--- config.mk ---
export PLATFORM = sky130hd
export DESIGN_NAME = operand_access_timing
export DESIGN_NICKNAME = d
export VERILOG_FILES = /design/src/inc/operand_timing_pkg.sv /design/src/operand_access_timing.sv
export VERILOG_INCLUDE_DIRS = /design/src /design/src/inc
export SDC_FILE = /design/constraint.sdc
export NUM_CORES = 1
export LEC_CHECK = 0
export ABC_CLOCK_PERIOD_IN_PS = 4600
export BUFFER_PORTS_ARGS = -buffer_cell sky130_fd_sc_hd__buf_2
export CAP_MARGIN = 20
export CORE_MARGIN = 1.5
export CORE_UTILIZATION = 55
export DETAILED_ROUTE_END_ITERATION = 7
export GPL_TIMING_DRIVEN = 0
export PLACE_DENSITY_LB_ADDON = 0.08
export SYNTH_ARGS = -nofsm -noshare
export SYNTH_HDL_FRONTEND = slang
export SYNTH_SLANG_ARGS = --single-unit
export TNS_END_PERCENT = 20
--- constraint.sdc ---
create_clock -name i_mclk -period 4.6 [get_ports i_mclk]
set_input_delay 0.23 -clock i_mclk [delete_from_list [all_inputs] [get_ports i_mclk]]
set_output_delay 0.23 -clock i_mclk [all_outputs]
set_load 0.01 [all_outputs]
--- src/inc/operand_timing_regs.svh ---
// timing and encoding constants for operand access cycle accounting
`ifndef OPERAND_TIMING_REGS_SVH
`define OPERAND_TIMING_REGS_SVH
`define EA_IND_LAST 5'h0b
`define EA_POSTINC_LAST 5'h0f
`define EA_OFF8_LAST 5'h17
`define EA_OFF16_LAST 5'h1b
`define EA_IDX0 5'h1c
`define EA_IDX1 5'h1d
`define EA_PCREL 5'h1e
`define EA_DIRECT 5'h1f
`define EA_CYC_SHORT 4'h2
`define EA_CYC_LONG 4'h4
`define EA_CYC_DIRECT 4'h1
`define EA_ACC_ONE 3'h1
`define EA_ACC_TWO 3'h2
`define EXT_LEN_OFF8 2'h1
`define EXT_LEN_TWO 2'h2
`define OP_ACC_ONE 3'h1
`define OP_ACC_TWO 3'h2
`define OP_ACC_FOUR 3'h4
`define OP_CYC_ODD_WORD 4'h2
`define OP_CYC_ODD_LONG 4'h4
`define OP_CYC_EXT_ONE 4'h1
`define OP_CYC_EXT_TWO 4'h2
`define OP_CYC_SLOW_WORD 4'h4
`define OP_CYC_SLOW_LONG 4'h8
`define FETCH_INT_WORD 4'h2
`define FETCH_EXT16_WORD 4'h3
`define FETCH_EXT8_BYTE 4'h3
`endif

--- src/inc/operand_timing_pkg.sv ---
// types for operand access cycle accounting
package operand_timing_pkg;
	typedef enum logic [1:0] {SZ_BYTE, SZ_WORD, SZ_LONG} opsize_t;
	typedef enum logic [2:0] {LOC_REG, LOC_INT, LOC_EXT16, LOC_EXT8} oploc_t;
	typedef enum logic {ST_IDLE, ST_WAIT} state_t;
endpackage : operand_timing_pkg

--- src/operand_access_timing.sv ---
// operand addressing cycle, access and length accounting for a 16-bit core
`timescale 1ns/1ps
`include "operand_timing_regs.svh"
module operand_access_timing #(
	parameter int CW = 8
) (
	input wire logic i_mclk,
	input wire logic i_rst_n,
	input wire logic i_req, // one-cycle request to account an instruction
	input wire logic [4:0] i_ea_code,
	input wire logic [CW-1:0] i_base_cycles, // base state count from instruction tables
	input wire logic [CW-1:0] i_reg_ea_cycles, // cycles for codes 00 to 07, from tables
	input wire logic [2:0] i_reg_ea_accesses,
	input wire logic [3:0] i_base_length,
	input wire operand_timing_pkg::opsize_t i_size,
	input wire operand_timing_pkg::oploc_t i_loc,
	input wire logic i_odd_addr,
	input wire logic i_fetch_ext16, // program fetch from 16-bit external bus
	input wire logic i_fetch_ext8,
	input wire logic i_fetch_word, // word-boundary fetch (else byte boundary)
	input wire logic i_ready, // external ready; low inserts waits
	input wire logic [1:0] i_auto_wait, // automatic ready wait count per access
	output logic o_busy,
	output logic o_done,
	output logic [CW-1:0] o_total_cycles,
	output logic [CW-1:0] o_worst_cycles,
	output logic [3:0] o_length,
	output logic [3:0] o_ea_cycles,
	output logic [2:0] o_reg_accesses,
	output logic [2:0] o_op_accesses
);
	import operand_timing_pkg::*;

	typedef struct packed {
		state_t st;
		logic done;
		logic ext;
		logic [2:0] acc_left;
		logic [1:0] auto_left;
		logic [CW-1:0] total;
		logic [CW-1:0] worst;
		logic [3:0] len;
		logic [3:0] eac;
		logic [2:0] rga;
		logic [2:0] opa;
	} regs_t;

	regs_t q, d;
	logic [3:0] ea_cyc, op_cyc, fetch_cyc;
	logic [2:0] ea_acc, op_acc;
	logic [1:0] ext_len;
	logic is_ext;

	// effective-address cycles, register accesses and extension length
	always_comb begin
		ea_cyc = 4'h0;
		ea_acc = 3'h0;
		ext_len = 2'h0;
		if (i_ea_code <= 5'h07) begin
			ea_cyc = 4'h0;
			ea_acc = i_reg_ea_accesses;
		end else if (i_ea_code <= `EA_IND_LAST) begin
			ea_cyc = `EA_CYC_SHORT;
			ea_acc = `EA_ACC_ONE;
		end else if (i_ea_code <= `EA_POSTINC_LAST) begin
			ea_cyc = `EA_CYC_LONG;
			ea_acc = `EA_ACC_TWO;
		end else if (i_ea_code <= `EA_OFF8_LAST) begin
			ea_cyc = `EA_CYC_SHORT;
			ea_acc = `EA_ACC_ONE;
			ext_len = `EXT_LEN_OFF8;
		end else if (i_ea_code <= `EA_OFF16_LAST) begin
			ea_cyc = `EA_CYC_SHORT;
			ea_acc = `EA_ACC_ONE;
			ext_len = `EXT_LEN_TWO;
		end else if (i_ea_code == `EA_IDX0 || i_ea_code == `EA_IDX1) begin
			ea_cyc = `EA_CYC_LONG;
			ea_acc = `EA_ACC_TWO;
		end else if (i_ea_code == `EA_PCREL) begin
			ea_cyc = `EA_CYC_SHORT;
			ext_len = `EXT_LEN_TWO;
		end else begin
			ea_cyc = `EA_CYC_DIRECT;
			ext_len = `EXT_LEN_TWO;
		end
	end

	// operand size and location correction
	always_comb begin
		op_cyc = 4'h0;
		op_acc = (i_size == SZ_LONG) ? `OP_ACC_TWO : `OP_ACC_ONE;
		is_ext = 1'b0;
		case (i_loc)
			LOC_INT: begin
				if (i_odd_addr && i_size == SZ_WORD) begin
					op_cyc = `OP_CYC_ODD_WORD;
					op_acc = `OP_ACC_TWO;
				end else if (i_odd_addr && i_size == SZ_LONG) begin
					op_cyc = `OP_CYC_ODD_LONG;
					op_acc = `OP_ACC_FOUR;
				end
			end
			LOC_EXT16, LOC_EXT8: begin
				is_ext = 1'b1;
				if (i_size == SZ_BYTE) begin
					op_cyc = `OP_CYC_EXT_ONE;
				end else if (i_loc == LOC_EXT16 && !i_odd_addr) begin
					op_cyc = (i_size == SZ_LONG) ? `OP_CYC_EXT_TWO : `OP_CYC_EXT_ONE;
				end else if (i_size == SZ_WORD) begin
					op_cyc = `OP_CYC_SLOW_WORD;
					op_acc = `OP_ACC_TWO;
				end else begin
					op_cyc = `OP_CYC_SLOW_LONG;
					op_acc = `OP_ACC_FOUR;
				end
			end
			default: begin
				op_cyc = 4'h0;
			end
		endcase
	end

	// worst-case program fetch correction
	always_comb begin
		fetch_cyc = 4'h0;
		if (i_fetch_ext8 && !i_fetch_word) begin
			fetch_cyc = `FETCH_EXT8_BYTE;
		end else if (i_fetch_ext16 && i_fetch_word) begin
			fetch_cyc = `FETCH_EXT16_WORD;
		end else if (!i_fetch_ext16 && !i_fetch_ext8 && i_fetch_word) begin
			fetch_cyc = `FETCH_INT_WORD;
		end
	end

	// accounting sequence: take request, then add wait cycles per external access
	always_comb begin
		d = q;
		d.done = 1'b0;
		case (q.st)
			ST_IDLE: begin
				if (i_req) begin
					d.total = i_base_cycles + CW'(ea_cyc) + CW'(op_cyc)
						+ ((i_ea_code <= 5'h07) ? i_reg_ea_cycles : '0);
					d.worst = i_base_cycles + CW'(ea_cyc) + CW'(op_cyc) + CW'(fetch_cyc)
						+ ((i_ea_code <= 5'h07) ? i_reg_ea_cycles : '0);
					d.len = i_base_length + {2'b00, ext_len};
					d.eac = ea_cyc;
					d.rga = ea_acc;
					d.opa = op_acc;
					d.ext = is_ext || i_fetch_ext16 || i_fetch_ext8;
					d.acc_left = is_ext ? op_acc : 3'h1;
					d.auto_left = i_auto_wait;
					if (is_ext || i_fetch_ext16 || i_fetch_ext8) begin
						d.st = ST_WAIT;
					end else begin
						d.done = 1'b1;
					end
				end
			end
			default: begin
				// each external access stretched by automatic waits then ready-low waits
				if (q.auto_left != 2'h0) begin
					d.auto_left = q.auto_left - 2'h1;
					d.total = q.total + CW'(1);
					d.worst = q.worst + CW'(1);
				end else if (!i_ready) begin
					d.total = q.total + CW'(1);
					d.worst = q.worst + CW'(1);
				end else if (q.acc_left > 3'h1) begin
					d.acc_left = q.acc_left - 3'h1;
					d.auto_left = i_auto_wait;
				end else begin
					d.st = ST_IDLE;
					d.done = 1'b1;
				end
			end
		endcase
	end

	// state register
	always_ff @(posedge i_mclk) begin
		if (!i_rst_n) begin
			q <= '{st: ST_IDLE, default: '0};
		end else begin
			q <= d;
		end
	end

	assign o_busy = (q.st == ST_WAIT);
	assign o_done = q.done;
	assign o_total_cycles = q.total;
	assign o_worst_cycles = q.worst;
	assign o_length = q.len;
	assign o_ea_cycles = q.eac;
	assign o_reg_accesses = q.rga;
	assign o_op_accesses = q.opa;

	// checks
	direct_ea_a: assert property (@(posedge i_mclk) disable iff (!i_rst_n)
		(q.st == ST_IDLE && i_req && i_ea_code == 5'h1f) |=> (o_ea_cycles == 4'h1 && o_reg_accesses == 3'h0))
		else $error("direct ea accounting wrong");
	postinc_ea_a: assert property (@(posedge i_mclk) disable iff (!i_rst_n)
		(q.st == ST_IDLE && i_req && i_ea_code inside {[5'h0c:5'h0f]}) |=> (o_ea_cycles == 4'h4 && o_reg_accesses == 3'h2))
		else $error("post-increment accounting wrong");
	pcrel_len_a: assert property (@(posedge i_mclk) disable iff (!i_rst_n)
		(q.st == ST_IDLE && i_req && i_ea_code == 5'h1e) |=> (o_length == $past(i_base_length) + 4'h2))
		else $error("pc-relative length wrong");
	odd_long_a: assert property (@(posedge i_mclk) disable iff (!i_rst_n)
		(q.st == ST_IDLE && i_req && i_loc == LOC_INT && i_odd_addr && i_size == SZ_LONG) |=> o_op_accesses == 3'h4)
		else $error("odd internal long accesses wrong");
	reg_long_a: assert property (@(posedge i_mclk) disable iff (!i_rst_n)
		(q.st == ST_IDLE && i_req && i_loc == LOC_REG && i_size == SZ_LONG) |=> o_op_accesses == 3'h2)
		else $error("register long accesses wrong");
	ext8_word_a: assert property (@(posedge i_mclk) disable iff (!i_rst_n)
		(q.st == ST_IDLE && i_req && i_loc == LOC_EXT8 && i_size == SZ_WORD) |=> o_op_accesses == 3'h2)
		else $error("8-bit bus word accesses wrong");
	ready_wait_a: assert property (@(posedge i_mclk) disable iff (!i_rst_n)
		(o_busy && q.auto_left == 2'h0 && !i_ready) |=> (o_busy && o_total_cycles == $past(o_total_cycles) + CW'(1)))
		else $error("ready wait not counted");
	worst_bound_a: assert property (@(posedge i_mclk) disable iff (!i_rst_n)
		o_done |-> (o_worst_cycles >= o_total_cycles
			&& o_worst_cycles - o_total_cycles <= CW'(`FETCH_EXT16_WORD)))
		else $error("worst case below total");
	internal_done_a: assert property (@(posedge i_mclk) disable iff (!i_rst_n)
		(q.st == ST_IDLE && i_req && i_loc == LOC_INT && !i_fetch_ext8 && !i_fetch_ext16) |=> o_done)
		else $error("internal accounting not done in one cycle");
	wait_cover: cover property (@(posedge i_mclk) disable iff (!i_rst_n) o_busy && !i_ready);
	ext_long_cover: cover property (@(posedge i_mclk) disable iff (!i_rst_n) i_req && i_loc == LOC_EXT16 && i_size == SZ_LONG);
	done_cover: cover property (@(posedge i_mclk) disable iff (!i_rst_n) o_done);
endmodule : operand_access_timing

# ---- Yosys cells after proc, flatten, opt, wreduce, memory -nomap -nowiden
# Index checks and enable logic that the tools add are counted.
dict set report totals {
  regBits 38
  inputBits 43
  out_inout_bits 32
  elab_cells 116
}
dict set report op_classes {
  addsub 10
  magnitude_cmp 6
  eq_ne 14
  n_mux 52
  bitwise 1
  n_reduce_logical 22
}
# operator n
set ops {}
lappend ops {{3-bit two-way mux} 16}
lappend ops {{2-bit two-way mux} 21}
lappend ops {{38-bit two-way mux} 1}
lappend ops {{8-bit by 4-bit adder with 8-bit output} 3}
lappend ops {{21-bit two-way mux} 1}
lappend ops {{18-bit two-way mux} 1}
lappend ops {{8-bit by 1-bit adder with 8-bit output (second input constant)} 2}
lappend ops {{8-bit adder} 2}
lappend ops {{16-bit two-way mux} 1}
lappend ops {{5-bit == test (second input constant)} 3}
lappend ops {{4-bit two-way mux} 3}
lappend ops {{5-bit by 4-bit <= comparator with 1-bit output (second input constant)} 2}
lappend ops {{5-bit <= comparator (second input constant)} 2}
lappend ops {{5-bit two-way mux} 2}
lappend ops {{8-bit two-way mux} 1}
lappend ops {{4-bit case mux with 2 select lines} 1}
lappend ops {{1-bit logical AND} 7}
lappend ops {{3-bit by 2-bit == test with 1-bit output (second input constant)} 2}
lappend ops {{3-bit by 2-bit != test with 1-bit output (second input constant)} 2}
lappend ops {{3-bit case mux with 2 select lines} 1}
lappend ops {{5-bit by 3-bit <= comparator with 1-bit output (second input constant)} 1}
lappend ops {{4-bit by 2-bit adder with 4-bit output} 1}
lappend ops {{1-bit zero test} 4}
lappend ops {{2-bit != test (second input constant)} 2}
lappend ops {{other kinds (17)} 23}

# ---- Depth between registers and ports, before layout
# Gate-level depths: netlist of the first run.
dict set report depth {
  word_depth 14
  ltp_mapped 17
  mapped_depth_nobuf 17
}

# ---- Worst setup path before layout of the first run
# No wires, ideal clock.
dict set report synth_path {
  path_kind {input-to-reg}
  start {input port i_size[1]}
  end {register q, in the netlist o_worst_cycles[7]}
  setup_ps 79
  arrival_time_ps 3533
  required_ps 4521
  path_slack_ps 987
  cell_stages 15
  n_path_buf 0
  cell_sequence {nor2b_1 a32o_1 nand2_1 fa_1 inv_1 ha_1 fa_1 a21o_1 a21oi_1 xnor2_1 ha_1 fa_1 o21ai_0 a211o_1 o211ai_1}
}
dict set report synth_between {
  elab_chain_len 10
  elab_cells_between_ends 17
  classes_between {3 x add/sub; 2 x eq/ne; 9 x mux; 3 x reduce/logical}
}
# item line_no
set synth_lines {}
lappend synth_lines {{from (decl)} operand_access_timing.sv:15} ;# input wire operand_timing_pkg::opsize_t i_size,
lappend synth_lines {{2-bit == test or 2-bit by 1-bit == test with 1-bit output (tied branches)} -}
lappend synth_lines {{2-bit two-way mux (no line), or another cell as far along} -}
lappend synth_lines {{4-bit two-way mux or 3-bit two-way mux (tied branches)} {operand_access_timing.sv:107, operand_access_timing.sv:98}}
lappend synth_lines {{4-bit two-way mux or 3-bit two-way mux (tied branches)} {operand_access_timing.sv:105, operand_access_timing.sv:95}}
lappend synth_lines {{4-bit case mux with 2 select lines (*)} operand_access_timing.sv:93} ;# case (i_loc)
lappend synth_lines {{8-bit by 4-bit adder with 8-bit output (*) (2 in series)} operand_access_timing.sv:144} ;# d.worst = i_base_cycles + CW'(ea_cyc) + CW'(op_cyc) + CW'(fetch_cyc)
lappend synth_lines {{8-bit adder (*)} operand_access_timing.sv:145} ;# + ((i_ea_code <= 5'h07) ? i_reg_ea_cycles : '0);
lappend synth_lines {{38-bit two-way mux (*)} operand_access_timing.sv:141} ;# if (i_req) begin
lappend synth_lines {{21-bit two-way mux (*)} operand_access_timing.sv:139} ;# case (q.st)
lappend synth_lines {{to (signal assigned)} operand_access_timing.sv:183} ;# q <= '{st: ST_IDLE, default: '0};
lappend synth_lines {{to (signal assigned)} operand_access_timing.sv:185} ;# q <= d;
lappend synth_lines {{to (decl)} operand_access_timing.sv:48} ;# regs_t q, d;
# Mark *: on every way between the ends. The rest lies on a longest branch, timed or not. The select of a mux whose other input is x is not followed.
# A chain may end at the register's enable or synchronous reset.

# ---- Final worst setup path of the first run
dict set report layout_path {
  start {input port i_size[1]}
  end {register q, in the netlist o_worst_cycles[6]}
}
# The elaborated chain is that of the path after synthesis.

==> flow_summary.toml, run 1 <==
[layout]
layout-drive-gt1-share_pct = 24.4
fin_area_um2 = 3810
antenna_cells = 0
nets = 577
area_growth_syn_to_layout_pct = 16.3

[sta]
post-route-min-period_ns = 3.89
fmaxAchievable_ghz = 0.257
final-setup-viol-count = 0
slew_headroom_pct = 57.3
hold_viol = 0
rsz0062_at_grt = "false"
tns_ns = 0
period_share_pct = 84.5
finClkSkew_ns = 0.0102
slew_violations = 0
tightest_slew_ns = 0.638

[logic_synthesis]
syn_area_per_cell_um2 = 7.78
async_reset_ff_share_pct = 0
synth_area_um2 = 3280
synth_top_area_cell = "dfxtp_1"
synthAdderAreaFrac_pct = 16.7
synth_cell_types = 59
ys_seq_area_share_pct = 22.0
synth_cells = 421
synthSimpleGateAreaFrac_pct = 21.7
yosysWarnings = 0
synthXorXnorAreaFrac_pct = 4.16
ys_seq_elements = 36
synth_top_family_by_area = "simple AND/OR/NAND/NOR gates"
synth-main-ff-cell = "dfxtp_1"
synth_edf_count = 0
synth_compound_area_share_pct = 21.1
synthTopCellsByArea = "dfxtp_1 (22%), ha_1 (8.8%), fa_1 (7.9%)"
yosysTopAreaCellShare_pct = 22.0
synth_nets = 500
synth_mux_area_share_pct = 1.99

[worst_setup_path]
path_common_cell = "fa_1"
cp_max_fo = 6
path_class = "input pin to flip-flop"
crit_start = "i_size[1]"
r2r_start = "o_busy"
cp-end-kind = "flip-flop"
critPathArrivalTime_ns = 4.06
r2r_slack_ns = 2.61
rr_worst_depth = 5
cp.depth = 17
critPathBufInv = 2
cp-endpoint = "o_worst_cycles[6]"
r2r-end = "o_total_cycles[4]"
crit_chain = "buf_2 > nor2b_1 > a32o_1 > nand2_1 > fa_1 > inv_1 > ha_1 > fa_1 > a21o_1 > a21oi_1 > xnor2_1 > ha_1 > fa_1 > nand3b_1 > o21ai_0 > o21ai_0 > a31oi_1"
slowest_delay_ns = 0.55
start_kind = "input pin"
cp_top_family = "adder cells"
crit_path_top_delay_cell = "fa_1"
required_ns = 4.77

[power_and_ir_drop]
ir_drop_mv = 0.165
p_per_area_nw_per_um2 = 272
p_leak_nw = 1.79

[clock_network]
path_clk_slew_ns = 0.08
holdBufCountCts = 0
cts_max_level = 2
postCtsSetupBuffers = 0
root_buffer = "clkbuf_8"
clkLatencyLatePin_ns = 0.29
cts_buffers = 5
tritoncts = "done"
cts.sinks = 36
cts_buffer_depth = 2
cts_resized = 0

[place]
place_congestion = 0.893
dp_hpwl_um = 6650
io_buffers = 70
placed_cell_area_um2 = 3720

[floorplanning]
dieArea_um2 = 6430
die_h_um = 80.2
die_w_um = 80.2
rows = 27
io_pins = 75
core_um2 = 5640
initial_utilization_pct = 58.1

[detailed_routing]
drtAntennaViolNets = 0
routedWlPerCell_um = 14.6
drt_wl_total_um = 8330
viasPerCell = 5.65
drt_iter0_drc = 234
drc = 0
firstDrtPassIters = 6
vias = 3228

[grt]
grt_pass1_wl_um = 13500
globalRouteOverflowTotal = 0
grt_max_degree = 12
antenna_found_initial = 0
grt_pass1_vias = 2890
grtUsageTotal_pct = 27.0

[job]
maxCapViolations = 0

[status]
status = "completed"

[worst_hold_path]
hp-class = "input pin to flip-flop"
==> cell type report <==
cell class / instances / area (um^2)
multi-input cells: 312 / 2160
repair buffers: 70 / 350
fillers: 507 / 1830
flip-flops and latches: 36 / 721
plain buffers: 47 / 302
inverters: 26 / 97.6
well taps: 72 / 90.1
clock buffers: 7 / 86.3
clock inverters: 1 / 7.51
==> layout by cell type (no fill, tap or decap), types with 8 or more instances in the layout <==
cell type	synthesis	routed
buf_2	6	76
nand2_1	47	47
a21oi_1	37	37
dfxtp_1	36	36
nor2_1	35	35
buf_4	31	31
inv_1	26	26
o21ai_0	25	25
ha_1	23	23
nor2b_1	14	14
fa_1	13	13
xnor2_1	10	10
nand3_1	9	9
clkbuf_1	8	9
nor3_1	8	8
==> registers in the layout, summed over array words and instances (netlist names) <==
register / cells
o_ea_cycles: 3
o_done: 1
o_op_accesses: 3
o_total_cycles: 8
o_length: 4
q: 5
o_busy: 1
o_reg_accesses: 3
o_worst_cycles: 8
==> kinds of logic (layout without fill, tap and decap cells) <==
family | count (synthesis) | in the layout
other | 1 | 1
flip-flops | 36 | 36
adder cells (fa/ha/maj) | 36 | 36
multiplexers | 6 | 6
XOR/XNOR | 14 | 14
AO/OA/AOI/OAI | 110 | 110
buffers and inverters | 73 | 151
AND/OR/NAND/NOR | 145 | 145
==> how the worst min path moves through the flow <==
stage          slack, ns  cells after the start                end         startpoint
6_report            0.18                      3              q[31]     i_auto_wait[1]
2_1_floorplan       0.37                      2              q[31]     i_auto_wait[1]
5_1_grt             0.20                      3              q[31]     i_auto_wait[1]
3_5_place_dp        0.45                      2        o_length[0]        o_length[0]
3_3_place_gp        0.44                      2  o_reg_accesses[0]  o_reg_accesses[0]
4_1_cts             0.18                      3              q[31]     i_auto_wait[1]
==> worst min-delay path, stage by stage <==
cell	delay, ns
buf_2	0.08
a32oi_1	0.05
nor2_1	0.08
==> report_power, final <==
part	leakage (nW)	switching (mW)	internal, mW
registers	0.296	0.0324	0.341
clock network	0.0445	0.121	0.122
logic	1.45	0.227	0.190
total	1.79	0.381	0.654
==> synthesized netlist by cell type, drive strengths merged (2+ instances only) <==
library cell and number:
o22ai 2, nand2b 5, nand2 47, dfxtp 36, a21oi 37, or2 2, nor2 35, a32oi 3
xor2 3, nor2b 14, ha 23, buf 38, nand3b 3, nor3 8, xnor2 10, a31oi 7
a221oi 2, inv 26, clkbuf 9, o21ai 25, a22oi 5, fa 13, or3 4, a21o 3
nor3b 4, mux2 4, nand4 2, mux2i 2, o32ai 2, and2 6, nand3 9, o211ai 3
a211oi 6
==> per-layer routing <==
metal	global-route usage [%]	up-vias	part of all wire (%)
li1	-	1599	-
met1	36.6	1469	45
met2	43.7	140	47
met3	2.95	20	6.3
met4	10.9	0	2.0
met5	0	-	0
==> per-stage QoR <==
step           utilization (%)  hold WS [ns]  cells  power (mW)  setup slack, ns
5_1_grt                   67.5         0.203    571        1.10            0.414
6_report                  67.5         0.182    571        1.03            0.711
2_1_floorplan                -         0.367    421       0.667            0.987
4_1_cts                   67.5         0.175    571        1.03            0.713
3_5_place_dp              65.9         0.447    563       0.792            0.421
3_3_place_gp              65.9         0.441    563       0.779            0.532
(Power assumes the default switching activity.)
==> run 2, diff against run 1 <==
Settings changed: ABC_CLOCK_PERIOD_IN_PS 4600 to 3200, CORE_UTILIZATION 55 to 50.
Clock period 4.6 ns to 3.2 ns, I/O delays scaled along.
==> run 2 against run 1 <==
The flow now finishes with violations (setup timing). Clock skew decreased by 0.0029 ns. Routed wire length up 11%. Setup slack got worse by 0.84 ns. Final area rose by 8.2%. Utilization shrank 2.6 points. Critical endpoint unchanged. Largest cell class unchanged. Largest power group unchanged. Highest routed layer unchanged.
==> flow_summary.toml, run 2 (synthesis gave the netlist of run 1 again) <==
[sta]
worst_slack_ns = -0.124
slew_violations = 0
finClkSkew_ns = 0.00727
hold_viol = 0
fmaxAchievable_ghz = 0.301
final-setup-viol-count = 4
tightest_slew_ns = 0.713
rsz0062_at_grt = "true"
slew_headroom_pct = 52.3
post-route-min-period_ns = 3.32
period_share_pct = 104
tns_ns = -0.261

[grt]
grt_pass1_vias = 3051
grtUsageTotal_pct = 25.7
grt_max_degree = 13
grt_pass1_wl_um = 14600
antenna_found_initial = 0
globalRouteOverflowTotal = 0

[worst_setup_path]
crit_path_top_delay_cell = "fa_2"
cp_max_fo = 6
slowest_delay_ns = 0.61
crit_start = "i_odd_addr"
cp-end-kind = "flip-flop"
path_common_cell = "fa_2"
crit_chain = "buf_6 > nand2_4 > nor2_4 > a32o_1 > nand2_1 > fa_1 > inv_2 > ha_4 > fa_2 > a21o_1 > a21oi_2 > xnor2_2 > ha_2 > fa_2 > nand3b_1 > o21ai_0 > o21ai_1 > a31oi_1"
required_ns = 3.39
critPathArrivalTime_ns = 3.51
path_class = "input pin to flip-flop"
start_kind = "input pin"
r2r_start = "o_busy"

[power_and_ir_drop]
seq_power_share_pct = 32.9
internal-power_mw = 1.04
ir_drop_mv = 0.288
p_leak_nw = 1.90
combPwrFrac_pct = 41.5
p_clk_share_pct = 25.6
switchingPower_uw = 593
p_per_area_nw_per_um2 = 396
power_mw = 1.64
swShare_pct = 36.3

[detailed_routing]
drt_iter0_drc = 178
vias = 3262
drc = 0
drtAntennaViolNets = 0
firstDrtPassIters = 5
drt_wl_total_um = 9260
viasPerCell = 5.58
routedWlPerCell_um = 15.8

[clock_network]
cts_buffer_depth = 2
holdBufCountCts = 0
clkLatencyLatePin_ns = 0.30
cts.sinks = 36
cts_buffers = 5
tritoncts = "done"
root_buffer = "clkbuf_8"
cts_max_level = 2
path_clk_slew_ns = 0.08

[layout]
fillCellCount = 591
nets = 586
mostFrequentLayoutCells = "buf_2 (72), nand2_1 (46), buf_4 (40)"
final_common_cell = "buf_2"
area_growth_syn_to_layout_pct = 25.9
antenna_cells = 0
layout-drive-gt1-share_pct = 32.5
fin_area_um2 = 4120

[floorplanning]
rows = 29
initial_utilization_pct = 51.6
io_pins = 75
dieArea_um2 = 7050
die_w_um = 83.9
core_um2 = 6350
die_h_um = 83.9

[status]
status = "finished, violations left"
violations = "setup timing"

[worst_hold_path]
min_from = "i_auto_wait[1]"
hp-class = "input pin to flip-flop"

[place]
placed_cell_area_um2 = 3790
io_buffers = 70
place_congestion = 0.941
dp_hpwl_um = 6950
place_ws_ns = -0.604

[job]
maxCapViolations = 0
==> run 2: cell type report <==
cell class              count  area, um^2  share of cell area (%)
plain buffers              47         312                    7.55
well taps                  77        96.3                    2.34
inverters                  26        97.6                    2.37
clock inverters             3        42.5                    1.03
multi-input cells         312        2340                    56.6
clock buffers               5        68.8                    1.67
repair buffers             79         450                    10.9
flip-flops and latches     36         721                    17.5
==> run 2: final timing paths <==
check | endpoint | slack [ns] | depth (start not counted)
worst max-delay path | o_worst_cycles[6] | -0.12 | 18
worst min-delay path | q[31] | 0.11 | 3
worst max register to register | o_total_cycles[1] | 1.28 | 5
worst min register to register | o_length[0] | 0.46 | 2
==> run 2: what timing repair did <==
item,4_1_cts,5_1_grt
endpoints found under the hold margin,0,0
pin swaps,22,11
gates resized for setup,29,10
gates cloned,0,0
setup buffers,8,1
setup endpoints to repair,7,6
==> run 2: metal layers <==
layer	vias up	global-route usage [%]	part of all wire, %	wire length (um)
met2	102	43.5	47	4380
met5	-	0	0	0
li1	1627	-	-	-
met1	1520	34.7	46	4280
met4	0	7.30	1.6	149
met3	13	2.87	4.8	449
==> run 2: through the flow <==
stage / utilization, % / cells / hold WS (ns)
after floorplan: - / 421 / 0.297
after global placement: 59.7 / 568 / 0.397
after detailed placement: 59.7 / 568 / 0.414
after CTS: 64.1 / 584 / 0.109
after global routing: 64.9 / 585 / 0.141
final: 64.9 / 585 / 0.109
==> run 2: worst max-delay path: cells and delay by family <==
kind / cells / cell delay (ns)
AND/OR/NAND/NOR: 4 / 0.36
buffers and inverters: 2 / 0.16
XOR/XNOR: 1 / 0.12
AO/OA/AOI/OAI: 6 / 0.86
adder cells (fa/ha/maj): 5 / 1.85
==> run 2: power by group through the flow <==
stage	combinational [mW]	clock, mW	sequential, mW
floorplan	0.446	0	0.534
global placement	0.605	0	0.544
detailed placement	0.620	0	0.547
CTS	0.654	0.420	0.536
global route	0.746	0.436	0.545
finish	0.678	0.419	0.537
